File: src/spdtx_pkg.sv
// Constants and types for the serial audio input deframer
package spdtx_pkg;

  // Sample and slot geometry
  localparam int unsigned SPDTX_WORD_W = 24;
  localparam int unsigned SPDTX_CNT_W = 6;
  localparam logic [5:0] SPDTX_CNT_MAX = 6'h3f;
  localparam logic [5:0] SPDTX_CNT_ZERO = 6'h00;
  localparam logic [5:0] SPDTX_CNT_ONE = 6'h01;

  // Word widths in serial clocks
  localparam logic [5:0] SPDTX_LEN_16 = 6'h10;
  localparam logic [5:0] SPDTX_LEN_18 = 6'h12;
  localparam logic [5:0] SPDTX_LEN_20 = 6'h14;
  localparam logic [5:0] SPDTX_LEN_24 = 6'h18;

  // First bit position after a frame sync edge
  localparam logic [5:0] SPDTX_LJ_DELAY = 6'h00;
  localparam logic [5:0] SPDTX_I2S_DELAY = 6'h01;
  localparam logic [5:0] SPDTX_RJ_DELAY_16 = 6'h10;
  localparam logic [5:0] SPDTX_RJ_DELAY_18 = 6'h0e;
  localparam logic [5:0] SPDTX_RJ_DELAY_20 = 6'h0c;
  localparam logic [5:0] SPDTX_RJ_DELAY_24 = 6'h08;

  // Left shift that puts the MSB at bit 23 of the output word
  localparam logic [4:0] SPDTX_PAD_16 = 5'h08;
  localparam logic [4:0] SPDTX_PAD_18 = 5'h06;
  localparam logic [4:0] SPDTX_PAD_20 = 5'h04;
  localparam logic [4:0] SPDTX_PAD_24 = 5'h00;

  // Pins passing the synchroniser: serial clock, frame sync, data
  localparam int unsigned SPDTX_SYNC_W = 3;
  localparam int unsigned SPDTX_SYNC_SCLK = 0;
  localparam int unsigned SPDTX_SYNC_FS = 1;
  localparam int unsigned SPDTX_SYNC_SD = 2;

  typedef enum logic [1:0] {
    SPDTX_FMT_LJ = 2'b00,
    SPDTX_FMT_I2S = 2'b01,
    SPDTX_FMT_RJ = 2'b10
  } spdtx_fmt_t;

  typedef enum logic [1:0] {
    SPDTX_W16 = 2'b00,
    SPDTX_W18 = 2'b01,
    SPDTX_W20 = 2'b10,
    SPDTX_W24 = 2'b11
  } spdtx_width_t;

endpackage

File: src/spdtx_deframer.sv
// Serial audio input deframer: three-wire stream to left/right samples
//
// Behaviour
// - Left-justified, I2S, right-justified; 16/18/20/24 bits
// - Right-justified: frame sync high means left
// - Sample data and sync on serial clock rise
// - Right-justified MSB after 16/14/12/8 clocks
// - Right-justified assumes 64 clocks per frame
// - I2S: frame sync low means left
// - I2S MSB one clock after sync edge
// - Left-justified: frame sync high means left
// - Left-justified MSB right at sync edge
`timescale 1ns/1ps
`default_nettype none
module spdtx_deframer
  import spdtx_pkg::*;
(
  input wire logic ref_clk,
  input wire logic sys_rst,
  input wire logic ce,
  input wire logic ser_clk,
  input wire logic ser_fs,
  input wire logic ser_data,
  input wire logic [1:0] fmt_sel,
  input wire logic [1:0] width_sel,
  output var logic [SPDTX_WORD_W-1:0] sample_data,
  output var logic sample_left,
  output var logic sample_valid
);

  ////////////////////////////////////////////////////////////////////////////
  // Pin synchronisation

  logic [SPDTX_SYNC_W-1:0] pins_s;
  logic sclk_s;
  logic fs_s;
  logic sd_s;

  spdtx_sync u_sync (
    .ref_clk(ref_clk),
    .sys_rst(sys_rst),
    .ce(ce),
    .async_in({ser_data, ser_fs, ser_clk}),
    .sync_out(pins_s)
  );

  // All three pins share the same latency, so data and sync stay aligned
  assign sclk_s = pins_s[SPDTX_SYNC_SCLK];
  assign fs_s = pins_s[SPDTX_SYNC_FS];
  assign sd_s = pins_s[SPDTX_SYNC_SD];

  ////////////////////////////////////////////////////////////////////////////
  // Word placement within a slot

  spdtx_fmt_t fmt;
  logic [5:0] word_len;
  logic [5:0] first_pos;
  logic [5:0] last_pos;
  logic [4:0] pad;

  // Same-domain levels, not synchronised: change them only between frames
  assign fmt = spdtx_fmt_t'(fmt_sel);

  always_comb begin
    case (spdtx_width_t'(width_sel))
      SPDTX_W16: begin
        word_len = SPDTX_LEN_16;
        pad = SPDTX_PAD_16;
      end
      SPDTX_W18: begin
        word_len = SPDTX_LEN_18;
        pad = SPDTX_PAD_18;
      end
      SPDTX_W20: begin
        word_len = SPDTX_LEN_20;
        pad = SPDTX_PAD_20;
      end
      default: begin
        word_len = SPDTX_LEN_24;
        pad = SPDTX_PAD_24;
      end
    endcase
  end

  // Format picks where the MSB sits
  always_comb begin
    case (fmt)
      SPDTX_FMT_I2S: first_pos = SPDTX_I2S_DELAY;
      // Right-justified so LSB ends at slot end
      SPDTX_FMT_RJ: begin
        case (spdtx_width_t'(width_sel))
          SPDTX_W16: first_pos = SPDTX_RJ_DELAY_16;
          SPDTX_W18: first_pos = SPDTX_RJ_DELAY_18;
          SPDTX_W20: first_pos = SPDTX_RJ_DELAY_20;
          default: first_pos = SPDTX_RJ_DELAY_24;
        endcase
      end
      // Left-justified, no delay; unused code behaves the same
      default: first_pos = SPDTX_LJ_DELAY;
    endcase
  end

  assign last_pos = 6'(first_pos + word_len - SPDTX_CNT_ONE);

  ////////////////////////////////////////////////////////////////////////////
  // Slot tracking and capture

  logic sclk_prev_q;
  logic sclk_prev_d;
  logic fs_prev_q;
  logic fs_prev_d;
  logic [SPDTX_CNT_W-1:0] cnt_q;
  logic [SPDTX_CNT_W-1:0] cnt_d;
  logic slot_left_q;
  logic slot_left_d;
  logic [SPDTX_WORD_W-1:0] shift_q;
  logic [SPDTX_WORD_W-1:0] shift_d;
  logic [SPDTX_WORD_W-1:0] data_q;
  logic [SPDTX_WORD_W-1:0] data_d;
  logic left_q;
  logic left_d;
  logic valid_q;
  logic valid_d;

  logic sclk_rise;
  assign sclk_rise = sclk_s & ~sclk_prev_q;

  ////////////////////////////////////////////////////////////////////////////
  // Slot position of the current serial clock rise

  logic fs_edge;
  logic chan_new;
  logic [SPDTX_CNT_W-1:0] pos_next;
  logic in_word;
  logic word_end;

  assign fs_edge = fs_s != fs_prev_q;

  // I2S left on low; others left on high
  assign chan_new = (fmt == SPDTX_FMT_I2S) ? ~fs_s : fs_s;

  // Saturate so an overlong slot never wraps into a false word
  always_comb begin
    if (fs_edge) begin
      pos_next = SPDTX_CNT_ZERO;
    end else if (cnt_q != SPDTX_CNT_MAX) begin
      pos_next = 6'(cnt_q + SPDTX_CNT_ONE);
    end else begin
      pos_next = cnt_q;
    end
  end

  // Only bits inside the word are kept
  assign in_word = (pos_next >= first_pos) && (pos_next <= last_pos);
  assign word_end = in_word && (pos_next == last_pos);

  ////////////////////////////////////////////////////////////////////////////
  // Capture

  always_comb begin
    logic [SPDTX_WORD_W-1:0] base;
    // A new slot must not inherit bits of one cut short
    base = fs_edge ? '0 : shift_q;
    sclk_prev_d = sclk_s;
    fs_prev_d = fs_prev_q;
    cnt_d = cnt_q;
    slot_left_d = slot_left_q;
    shift_d = shift_q;
    data_d = data_q;
    left_d = left_q;
    valid_d = 1'b0;
    // Counter, sync, shift and word registers update only on a serial clock rising edge
    if (sclk_rise) begin
      fs_prev_d = fs_s;
      cnt_d = pos_next;
      shift_d = base;
      if (fs_edge) begin
        slot_left_d = chan_new;
      end
      if (in_word) begin
        shift_d = {base[SPDTX_WORD_W-2:0], sd_s};
      end
      if (word_end) begin
        data_d = shift_d << pad;
        left_d = slot_left_d;
        valid_d = 1'b1;
      end
    end
  end

  // Counter idles saturated until the first sync edge is seen
  always_ff @(posedge ref_clk or posedge sys_rst) begin
    if (sys_rst) begin
      sclk_prev_q <= 1'b0;
      fs_prev_q <= 1'b0;
      cnt_q <= SPDTX_CNT_MAX;
      slot_left_q <= 1'b0;
      shift_q <= '0;
      data_q <= '0;
      left_q <= 1'b0;
      valid_q <= 1'b0;
    end else if (ce) begin
      sclk_prev_q <= sclk_prev_d;
      fs_prev_q <= fs_prev_d;
      cnt_q <= cnt_d;
      slot_left_q <= slot_left_d;
      shift_q <= shift_d;
      data_q <= data_d;
      left_q <= left_d;
      valid_q <= valid_d;
    end
  end

  assign sample_data = data_q;
  assign sample_left = left_q;
  assign sample_valid = valid_q;

endmodule
`default_nettype wire

File: src/spdtx_sync.sv
// Two-flop synchroniser for the serial input pins
`timescale 1ns/1ps
`default_nettype none
module spdtx_sync
  import spdtx_pkg::*;
(
  input wire logic ref_clk,
  input wire logic sys_rst,
  input wire logic ce,
  input wire logic [SPDTX_SYNC_W-1:0] async_in,
  output var logic [SPDTX_SYNC_W-1:0] sync_out
);

  logic [SPDTX_SYNC_W-1:0] meta_q;
  logic [SPDTX_SYNC_W-1:0] meta_d;
  logic [SPDTX_SYNC_W-1:0] sync_q;
  logic [SPDTX_SYNC_W-1:0] sync_d;

  genvar gi;
  generate
    for (gi = 0; gi < SPDTX_SYNC_W; gi++) begin : g_bit
      // First stage feeds only the second stage
      always_comb begin
        meta_d[gi] = ce ? async_in[gi] : meta_q[gi];
        sync_d[gi] = ce ? meta_q[gi] : sync_q[gi];
      end

      always_ff @(posedge ref_clk or posedge sys_rst) begin
        if (sys_rst) begin
          meta_q[gi] <= 1'b0;
          sync_q[gi] <= 1'b0;
        end else begin
          meta_q[gi] <= meta_d[gi];
          sync_q[gi] <= sync_d[gi];
        end
      end
    end
  endgenerate

  assign sync_out = sync_q;

endmodule
`default_nettype wire

File: config.mk
export PLATFORM = sky130hd
export DESIGN_NAME = spdtx_deframer
export DESIGN_NICKNAME = d
export VERILOG_FILES = /design/src/spdtx_pkg.sv /design/src/spdtx_deframer.sv /design/src/spdtx_sync.sv
export SDC_FILE = /design/constraint.sdc
export NUM_CORES = 1
export LEC_CHECK = 0
export BUFFER_PORTS_ARGS = -buffer_cell sky130_fd_sc_hd__buf_2
export CORE_AREA = 2 2 110 102
export DETAILED_ROUTE_END_ITERATION = 8
export DIE_AREA = 0 0 112 104
export PLACE_DENSITY = 0.66
export SLEW_MARGIN = 20
export SYNTH_ARGS = -nofsm -noshare
export SYNTH_HDL_FRONTEND = slang
export SYNTH_SLANG_ARGS = --single-unit
File: constraint.sdc
create_clock -name ref_clk -period 6 [get_ports ref_clk]
set_input_delay 1.2 -clock ref_clk [delete_from_list [all_inputs] [get_ports ref_clk]]
set_output_delay 1.2 -clock ref_clk [all_outputs]
set_load 0.05 [all_outputs]
==> impl_metrics.ini, run 1 <==
[floorplanning]
ios = 36
initial_utilization_pct = 40.9
core_sq_mm = 0.0105
dieArea_sq_mm = 0.0116
die_w_um = 112
num_rows = 36
die_h_um = 104

[cells_and_area]
diodes = 0
nNetsFinal = 519
post-route-cell-area_sq_mm = 0.00491
drive_gt1_share_pct = 20.3
area_delta_synth_final_pct = 14.0

[clock_tree]
clk_pin_slew_worst_paths_ns = 0.06
cts_htree_levels = 3
clk_latency_ns = 0.32
cts_hold_buf = 0
ctsResizeCount = 0
numCtsBuffers = 9
cts_buffer_depth = 2
post-cts-setup-buffers = 0
cts.sinks = 65
clock_tree.root_cell = clkbuf_16
cts_tree = built

[critical_path]
cp.required_ns = 6.18
crit-reg2reg-launch = cnt_q[2]
crit_fanout = 17
critPathKind = in -> reg
crit_arrival_ns = 5.59
cp-start-kind = primary input
startpoint = fmt_sel[0]
cp-end-kind = flop

[synth]
yosys-top-cells-count = dfrtp_1 (59), nand2_1 (53), nor2_1 (35)
seq_area_frac_synth_pct = 37.9
syn_area_sq_mm = 0.00431
ys_async_sr_fraction_pct = 100
syn_nets = 488
synthCells = 452
synthFlopType = dfrtp_1
yosysUniqueCellTypes = 57
yosys-top-cells-area = dfrtp_1 (34%), mux2i_1 (7.4%), ha_1 (7.3%)
synth-seq-cells = 65
synth-edff-count = 0
avgSynthCellArea_sq_um = 9.54
synth_top_area_share_pct = 34.2
synth_warnings = 0
yosysMostFrequentCell = dfrtp_1
yosysTopAreaCell = dfrtp_1

[power_and_ir_drop]
p_clk_share_pct = 26.3
ir_drop_mv = 0.237
switching_share_pct = 40.5
p_leak_nw = 2.31
switching_power_mw = 0.767
seqPwrFrac_pct = 30.3
p_int_mw = 1.13
p_comb_share_pct = 43.4
powerDensity_mw_per_mm2 = 385

[drt]
first_pass_iters = 5
postRouteAntennaNets = 0
wl_per_cell_um = 17.0
drcViolationCount = 0
drt_wl_total_um = 10500
vias = 3599
via_per_inst = 5.80
dr.first_iter.drc_count = 243

[hold_path]
min_from = sample_data[5]
hold_path.class = reg -> reg

[global_route]
grt.overflow.total = 0
grt_usage_pct = 18.7
antenna_found_initial = 0
grt_pass1_wl_um = 17900
grt_max_degree = 66
grt_pass1_vias = 3466

[timing]
rsz0062_at_grt = false
slew_viol_final = 0
setup_tns_ns = 0
report.final.hold_viol_count = 0
setup_violations = 0
slew_headroom_pct = 46.5
clock.fmax_mhz = 185
period_needed_ns = 5.41
worst_slew_pin_slew_ns = 0.803
fin_crit_sh_pct = 90.2
clock_skew_ns = 0.00620

[place]
port_buffers = 35
place_hpwl_um = 7680
placedInstanceArea_sq_mm = 0.00463
place.gp.congestion = 0.957

[outcome]
status = finished, final reports clean

[job]
cap_violations = 0
-- area by class of cell --
type / instances / area (sq um)
inverters: 21 / 78.8
well taps: 133 / 166
clock buffers: 12 / 236
repair buffers: 49 / 280
fillers: 1030 / 5630
multi-input cells: 337 / 2470
clock inverters: 4 / 45.0
flip-flops and latches: 65 / 1630
-- final timing paths --
| path | to | slack, ns | cells past startpoint |
|---|---|---|---|
| worst max-delay path | sample_data[18] | 0.59 | 21 |
| min in group asynchronous | u_sync.meta_q[1] | 1.11 | 3 |
| worst min-delay path | sample_data[5] | 0.48 | 2 |
| worst min register to register | sample_data[5] | 0.48 | 2 |
| worst max register to register | sample_data[18] | 1.84 | 13 |
| max in group asynchronous | sample_data[18] | 4.37 | 3 |
-- stage by stage --
step	util (%)	cells	worst slack, ns	total power [mW]	hold slack (ns)
3_3_place_gp	44.0	605	0.466	1.37	0.458
5_1_grt	46.6	621	0.207	2.01	0.499
2_1_floorplan	-	452	0.479	1.23	0.449
3_5_place_dp	44.0	605	0.301	1.40	0.469
6_report	46.6	621	0.590	1.89	0.477
4_1_cts	46.6	621	0.600	1.90	0.481
-- flip-flops by register name, indices dropped and copies added, names as in the netlist --
| name | flops |
|---|---|
| fs_prev_q | 1 |
| slot_left_q | 1 |
| u_sync.meta_q | 3 |
| sample_valid | 1 |
| u_sync.sync_out | 3 |
| shift_q | 24 |
| sclk_prev_q | 1 |
| sample_data | 24 |
| sample_left | 1 |
| cnt_q | 6 |
-- layout by cell type (no fill, tap or decap), types with 4 or more instances in the layout --
master / instances
mux2i_1: 32
o211ai_1: 4
ha_1: 25
o21ai_0: 25
nor2_1: 35
buf_4: 14
xnor2_1: 4
o22ai_1: 4
a21oi_1: 22
dfstp_2: 6
mux2_2: 18
mux4_2: 5
inv_1: 20
nand3_1: 5
nand2b_1: 8
clkbuf_16: 9
nor2b_1: 4
a31oi_1: 4
nand2_1: 53
dfrtp_1: 59
a22o_1: 28
nor3_1: 6
buf_2: 35
-- critical path: stages --
cell and delay (ns):
buf_2 0.09, inv_1 0.04, ha_1 0.28, nor2b_1 0.25, nand2_1 0.13, ha_1 0.31, inv_1 0.10, ha_1 0.24
a21o_1 0.16, a21oi_1 0.16, xor2_1 0.09, ha_1 0.30, nand3_1 0.09, or2_2 0.33, o31ai_1 0.08, o21a_2 0.51
buf_4 0.33, mux2i_1 0.21, o32ai_1 0.11, a2111oi_0 0.47, a311oi_1 0.10
-- metal layers --
layer | track usage, % | part of all wire, %
met5 | 0 | 0
met4 | 5.49 | 1.9
met3 | 3.67 | 6.3
met2 | 27.9 | 44
met1 | 27.6 | 47
-- cell families (layout without fill, tap and decap cells) --
kind of cell / count (synthesis) / in the layout / share of synthesized area, %
simple gates: 126 / 126 / 13.1
compound gates: 124 / 124 / 20.4
flops: 65 / 65 / 37.9
mux: 55 / 55 / 14.7
buf+inv: 50 / 86 / 4.88
fa+ha+maj: 26 / 26 / 7.72
xor+xnor: 6 / 6 / 1.22
-- power groups by stage --
stage | registers (mW) | logic (mW) | clock network (mW)
finish | 0.573 | 0.822 | 0.498
global route | 0.584 | 0.891 | 0.531
CTS | 0.572 | 0.820 | 0.510
detailed placement | 0.579 | 0.818 | 0
global placement | 0.575 | 0.796 | 0
floorplan | 0.705 | 0.523 | 0
(Power assumes the default switching activity.)
==> inputs of run 2 (changes only) <==
BUFFER_PORTS_ARGS = -buffer_cell sky130_fd_sc_hd__clkbuf_2   (was -buffer_cell sky130_fd_sc_hd__buf_2)
==> run 2 against run 1 <==
Against the previous run:
- critical path depth stayed put
- combinational power is 1% lower
- hold slack worse by 0.0014 ns
- critical endpoint unchanged
==> impl_metrics.ini, run 2 (same netlist as run 1, synthesis figures left out) <==
[outcome]
status = finished, final reports clean

[critical_path]
crit_fanout = 17
r2r_cells = 13
crit_path_end = sample_data[18]
cp-end-kind = flop
regToRegSetupSlack_ns = 1.87
critPathKind = in -> reg
cp.required_ns = 6.19
crit_arrival_ns = 5.56
cp-start-kind = primary input
r2r-end = sample_data[18]
crit-reg2reg-launch = cnt_q[2]
startpoint = fmt_sel[0]

[cells_and_area]
nNetsFinal = 519
layout_commonest_cell = dfrtp_1
drive_gt1_share_pct = 20.7
final_core_util_pct = 47.0
post-route-cell-area_sq_mm = 0.00495
mostFrequentLayoutCells = dfrtp_1 (59), nand2_1 (53), nor2_1 (35), clkbuf_2 (35), mux2i_1 (32)
area_delta_synth_final_pct = 14.9
diodes = 0
fillers = 979

[timing]
slew_viol_final = 0
setup_ws_ns = 0.629
clock.fmax_mhz = 186
worst_slew_pin_slew_ns = 0.822
setup_tns_ns = 0
report.final.hold_viol_count = 0
period_needed_ns = 5.37
setup_violations = 0
slew_headroom_pct = 45.2
fin_crit_sh_pct = 89.5
clock_skew_ns = 0.00857
rsz0062_at_grt = false

[drt]
dr.first_iter.drc_count = 350
wl_per_cell_um = 16.9
first_pass_iters = 6
via_per_inst = 5.82
drt_wl_total_um = 10500
vias = 3615
drcViolationCount = 0
postRouteAntennaNets = 0

[clock_tree]
cts_htree_levels = 3
clk_latency_ns = 0.33
cts.sinks = 65
post-cts-setup-buffers = 0
clock_tree.root_cell = clkbuf_16
ctsResizeCount = 0
cts_tree = built
numCtsBuffers = 9
cts_buffer_depth = 2
clk_pin_slew_worst_paths_ns = 0.05
cts_hold_buf = 0

[power_and_ir_drop]
switching_power_mw = 0.768
total_power_mw = 1.95
powerDensity_mw_per_mm2 = 393
p_comb_share_pct = 41.6
p_int_mw = 1.18
p_clk_share_pct = 28.8
seqPwrFrac_pct = 29.5
ir_drop_mv = 0.199
p_leak_nw = 2.30
switching_share_pct = 39.5

[global_route]
grt.overflow.total = 0
grt_max_degree = 66
grt_pass1_wl_um = 17700
grt_pass1_vias = 3464
antenna_found_initial = 0
grt_usage_pct = 18.7

[floorplanning]
die_w_um = 112
initial_utilization_pct = 40.9
num_rows = 36
ios = 36
die_h_um = 104
core_sq_mm = 0.0105
dieArea_sq_mm = 0.0116

[place]
placedInstanceArea_sq_mm = 0.00463
place.gp.congestion = 0.931
port_buffers = 35
place_hpwl_um = 7670
dp_slack_ns = 0.317

[job]
cap_violations = 0

[hold_path]
hold_path.class = reg -> reg
==> run 2: cell type report <==
type	count	area (sq um)	share of cell area (%)
Timing Repair Buffer	49	280	5.66
Inverter	21	78.8	1.59
Clock buffer	11	243	4.90
Sequential cell	65	1630	33.0
Clock inverter	5	78.8	1.59
Multi-Input combinational cell	337	2470	49.9
Tap cell	133	166	3.36
==> run 2: through the flow <==
step                      cells  hold slack (ns)
after floorplan             452            0.449
after global placement      605            0.463
after detailed placement    605            0.471
after CTS                   621            0.483
after global routing        621            0.501
final                       621            0.476
==> run 2: worst min path at each step <==
stage / start / end / slack (ns) / cells past startpoint
after detailed placement: sample_data[5] / sample_data[5] / 0.47 / 2
after global placement: sample_data[5] / sample_data[5] / 0.46 / 2
after global routing: sample_data[4] / sample_data[4] / 0.50 / 2
final: sample_data[5] / sample_data[5] / 0.48 / 2
after floorplan: u_sync.meta_q[1] / u_sync.sync_out[1] / 0.45 / 2
after CTS: sample_data[5] / sample_data[5] / 0.48 / 2
==> run 2: worst max-delay path, stage by stage <==
cell and delay [ns]:
clkbuf_2 0.09, inv_1 0.04, ha_1 0.28, nor2b_1 0.24
nand2_1 0.14, ha_1 0.30, inv_1 0.10, ha_1 0.24
a21o_1 0.15, a21oi_1 0.16, xor2_1 0.09, ha_1 0.29
nand3_1 0.08, or2_2 0.34, o31ai_1 0.08, o21a_2 0.50
buf_4 0.32, mux2i_1 0.21, o32ai_1 0.12, a2111oi_0 0.48
a311oi_1 0.09
==> run 2: power groups by stage <==
stage	Sequential [mW]	Combinational, mW	Clock (mW)
after global placement	0.577	0.794	0
after detailed placement	0.581	0.809	0
final	0.575	0.810	0.561
after CTS	0.574	0.811	0.574
after global routing	0.585	0.878	0.595
after floorplan	0.705	0.523	0
==> run 2: routing by layer <==
| layer | vias up | track usage (%) | routed length (um) |
|---|---|---|---|
| met1 | 1741 | 27.4 | 5020 |
| met2 | 134 | 27.7 | 4650 |
| li1 | 1720 | - | - |
| met3 | 20 | 3.67 | 641 |
| met5 | - | 0 | 0 |
| met4 | 0 | 6.62 | 206 |
==> inputs of run 3 (changes only) <==
ABC_AREA = 1   (was default)
CORE_AREA = 5 5 112 103   (was 2 2 110 102)
DIE_AREA = 0 0 117 108   (was 0 0 112 104)
PLACE_DENSITY = 0.67   (was 0.66)
RECOVER_POWER = 25   (was default)
==> run 3 against run 2 <==
Against the previous run:
- the run now ends with max-capacitance violations, max-slew violations left
- clock-buffer cell count shrank 1
- cell count grew 17%
- critical path depth grew 2
- critical path type unchanged
- largest cell class unchanged
- highest routed layer unchanged
==> impl_metrics.ini, run 3 <==
[power_and_ir_drop]
p_leak_nw = 2.48
powerDensity_mw_per_mm2 = 562
ir_drop_mv = 0.282

[timing]
rsz0062_at_grt = false
clock.fmax_mhz = 216
report.final.hold_viol_count = 0
fin_crit_sh_pct = 77.3
worst_slew_pin_slew_ns = 3.51
period_needed_ns = 4.64
clock_skew_ns = 0.00754
setup_tns_ns = 0
slew_viol_final = 66
slew_headroom_pct = -134
setup_violations = 0

[hold_path]
hold_path.class = reg -> reg

[global_route]
grt_pass1_wl_um = 18400
grt.overflow.total = 0
grt_usage_pct = 18.0
antenna_found_initial = 0
grt_max_degree = 66
grt_pass1_vias = 3867

[clock_tree]
post-cts-setup-buffers = 0
cts.sinks = 65
clk_latency_ns = 0.33
clk_pin_slew_worst_paths_ns = 0.06
cts_hold_buf = 0
cts_tree = built
ctsResizeCount = 0
clock_tree.root_cell = clkbuf_16
cts_htree_levels = 3
cts_buffer_depth = 2
numCtsBuffers = 9

[drt]
drt_wl_total_um = 10600
vias = 4024
wl_per_cell_um = 14.6
first_pass_iters = 5
drcViolationCount = 0
via_per_inst = 5.52
postRouteAntennaNets = 0
dr.first_iter.drc_count = 364

[cells_and_area]
fillers = 1022
mostFrequentLayoutCells = nand3_1 (191), nand2_1 (169), dfrtp_1 (59), inv_1 (36), clkbuf_2 (34)
nNetsFinal = 631
layout.cells.non_filler = 729
layout_commonest_cell = nand3_1
diodes = 0
drive_gt1_share_pct = 11.8
post-route-cell-area_sq_mm = 0.00478
area_delta_synth_final_pct = 13.6

[place]
placedInstanceArea_sq_mm = 0.00444
dp_cells = 713
port_buffers = 35
place_hpwl_um = 7410
place.gp.congestion = 0.921

[synth]
syn_nets = 609
yosysMostFrequentCell = nand3_1
ys_async_sr_fraction_pct = 100
synthCells = 573
yosys-top-cells-count = nand3_1 (191), nand2_1 (169), dfrtp_1 (59)
synth-edff-count = 0
seq_area_frac_synth_pct = 38.8
synth-seq-cells = 65
yosysTopAreaCell = dfrtp_1
yosys-top-cells-area = dfrtp_1 (35%), nand3_1 (23%), nand2_1 (15%)
synth_top_area_share_pct = 35.1
yosysUniqueCellTypes = 30
synth_warnings = 0
syn_area_sq_mm = 0.00421
synthFlopType = dfrtp_1
avgSynthCellArea_sq_um = 7.34

[floorplanning]
ios = 36
die_h_um = 108
core_sq_mm = 0.0102
initial_utilization_pct = 41.4
num_rows = 35
dieArea_sq_mm = 0.0126
die_w_um = 117

[critical_path]
crit_fanout = 27
cp.required_ns = 6.21
critPathKind = in -> reg
cp-start-kind = primary input
crit_arrival_ns = 4.84
cp-end-kind = flop

[job]
cap_violations = 1

[outcome]
violations = max-capacitance violations, max-slew violations
status = finished, violations left
-- run 3: cell families after synthesis --
| family | Yosys count | share of synthesized area (%) |
|---|---|---|
| fa+ha+maj | 26 | 7.91 |
| compound gates | 28 | 3.63 |
| mux | 3 | 0.803 |
| xor+xnor | 4 | 0.833 |
| simple gates | 380 | 41.2 |
| flops | 65 | 38.8 |
| buf+inv | 67 | 6.84 |
-- run 3: cell type report --
cell class	instances	area (sq um)	share of cell area, %
Timing Repair Buffer	41	215	4.50
Clock inverter	6	115	2.41
Multi-Input combinational cell	441	2290	47.9
Clock buffer	10	229	4.79
Tap cell	129	161	3.38
Sequential cell	65	1630	34.2
Inverter	37	139	2.90
-- run 3: worst paths after layout --
| check | startpoint | endpoint | slack (ns) | cells after the start |
|---|---|---|---|---|
| setup / recovery | width_sel[1] | sample_data[19] | 1.36 | 23 |
| hold / removal | shift_q[12] | shift_q[12] | 0.49 | 2 |
| setup reg to reg | cnt_q[0] | sample_data[10] | 1.83 | 17 |
| hold reg to reg | shift_q[12] | shift_q[12] | 0.49 | 2 |
| max in group asynchronous | sys_rst | sample_data[21] | 1.82 | 3 |
| min in group asynchronous | sys_rst | u_sync.sync_out[1] | 2.21 | 3 |
-- run 3: report_power, final --
| part | switching [mW] | internal (mW) | total [mW] | leakage [nW] |
|---|---|---|---|---|
| Clock | 0.195 | 0.408 | 0.603 | 0.163 |
| Sequential | 0.0839 | 0.578 | 0.662 | 0.840 |
| Combinational | 1.03 | 0.397 | 1.42 | 1.48 |
-- run 3: metrics by stage --
step | total power, mW | setup slack (ns) | utilization [%] | hold WS [ns]
final | 2.69 | 1.36 | 47.1 | 0.485
after global routing | 2.91 | 0.892 | 47.1 | 0.487
after CTS | 2.69 | 1.41 | 47.1 | 0.484
after detailed placement | 2.07 | 1.08 | 43.7 | 0.466
after global placement | 2.04 | 1.12 | 43.7 | 0.462
after floorplan | 1.82 | 1.36 | - | 0.449
-- run 3: critical path, cell delays in order --
cell	delay [ns]
clkbuf_2	0.11
inv_1	0.07
ha_1	0.17
buf_4	0.23
nand3_1	0.15
nand2_1	0.06
ha_1	0.21
fa_1	0.41
nand2_1	0.09
nand2_1	0.05
a21oi_1	0.15
ha_1	0.27
nand2_1	0.09
nor2_1	0.06
o21ai_0	0.07
o211ai_1	0.10
nand2_1	0.34
buf_4	0.29
nand3_1	0.14
nand3_1	0.18
nand3_1	0.14
nand3_1	0.16
nand3_1	0.09
-- run 3: routing by layer --
layer  part of all wire, %  GRT usage [%]  vias up
met2                    47           28.7      139
met3                   5.5           3.75       30
li1                      -              -     1976
met4                   2.6           6.55        0
met5                     0              0        -
met1                    45           24.3     1879
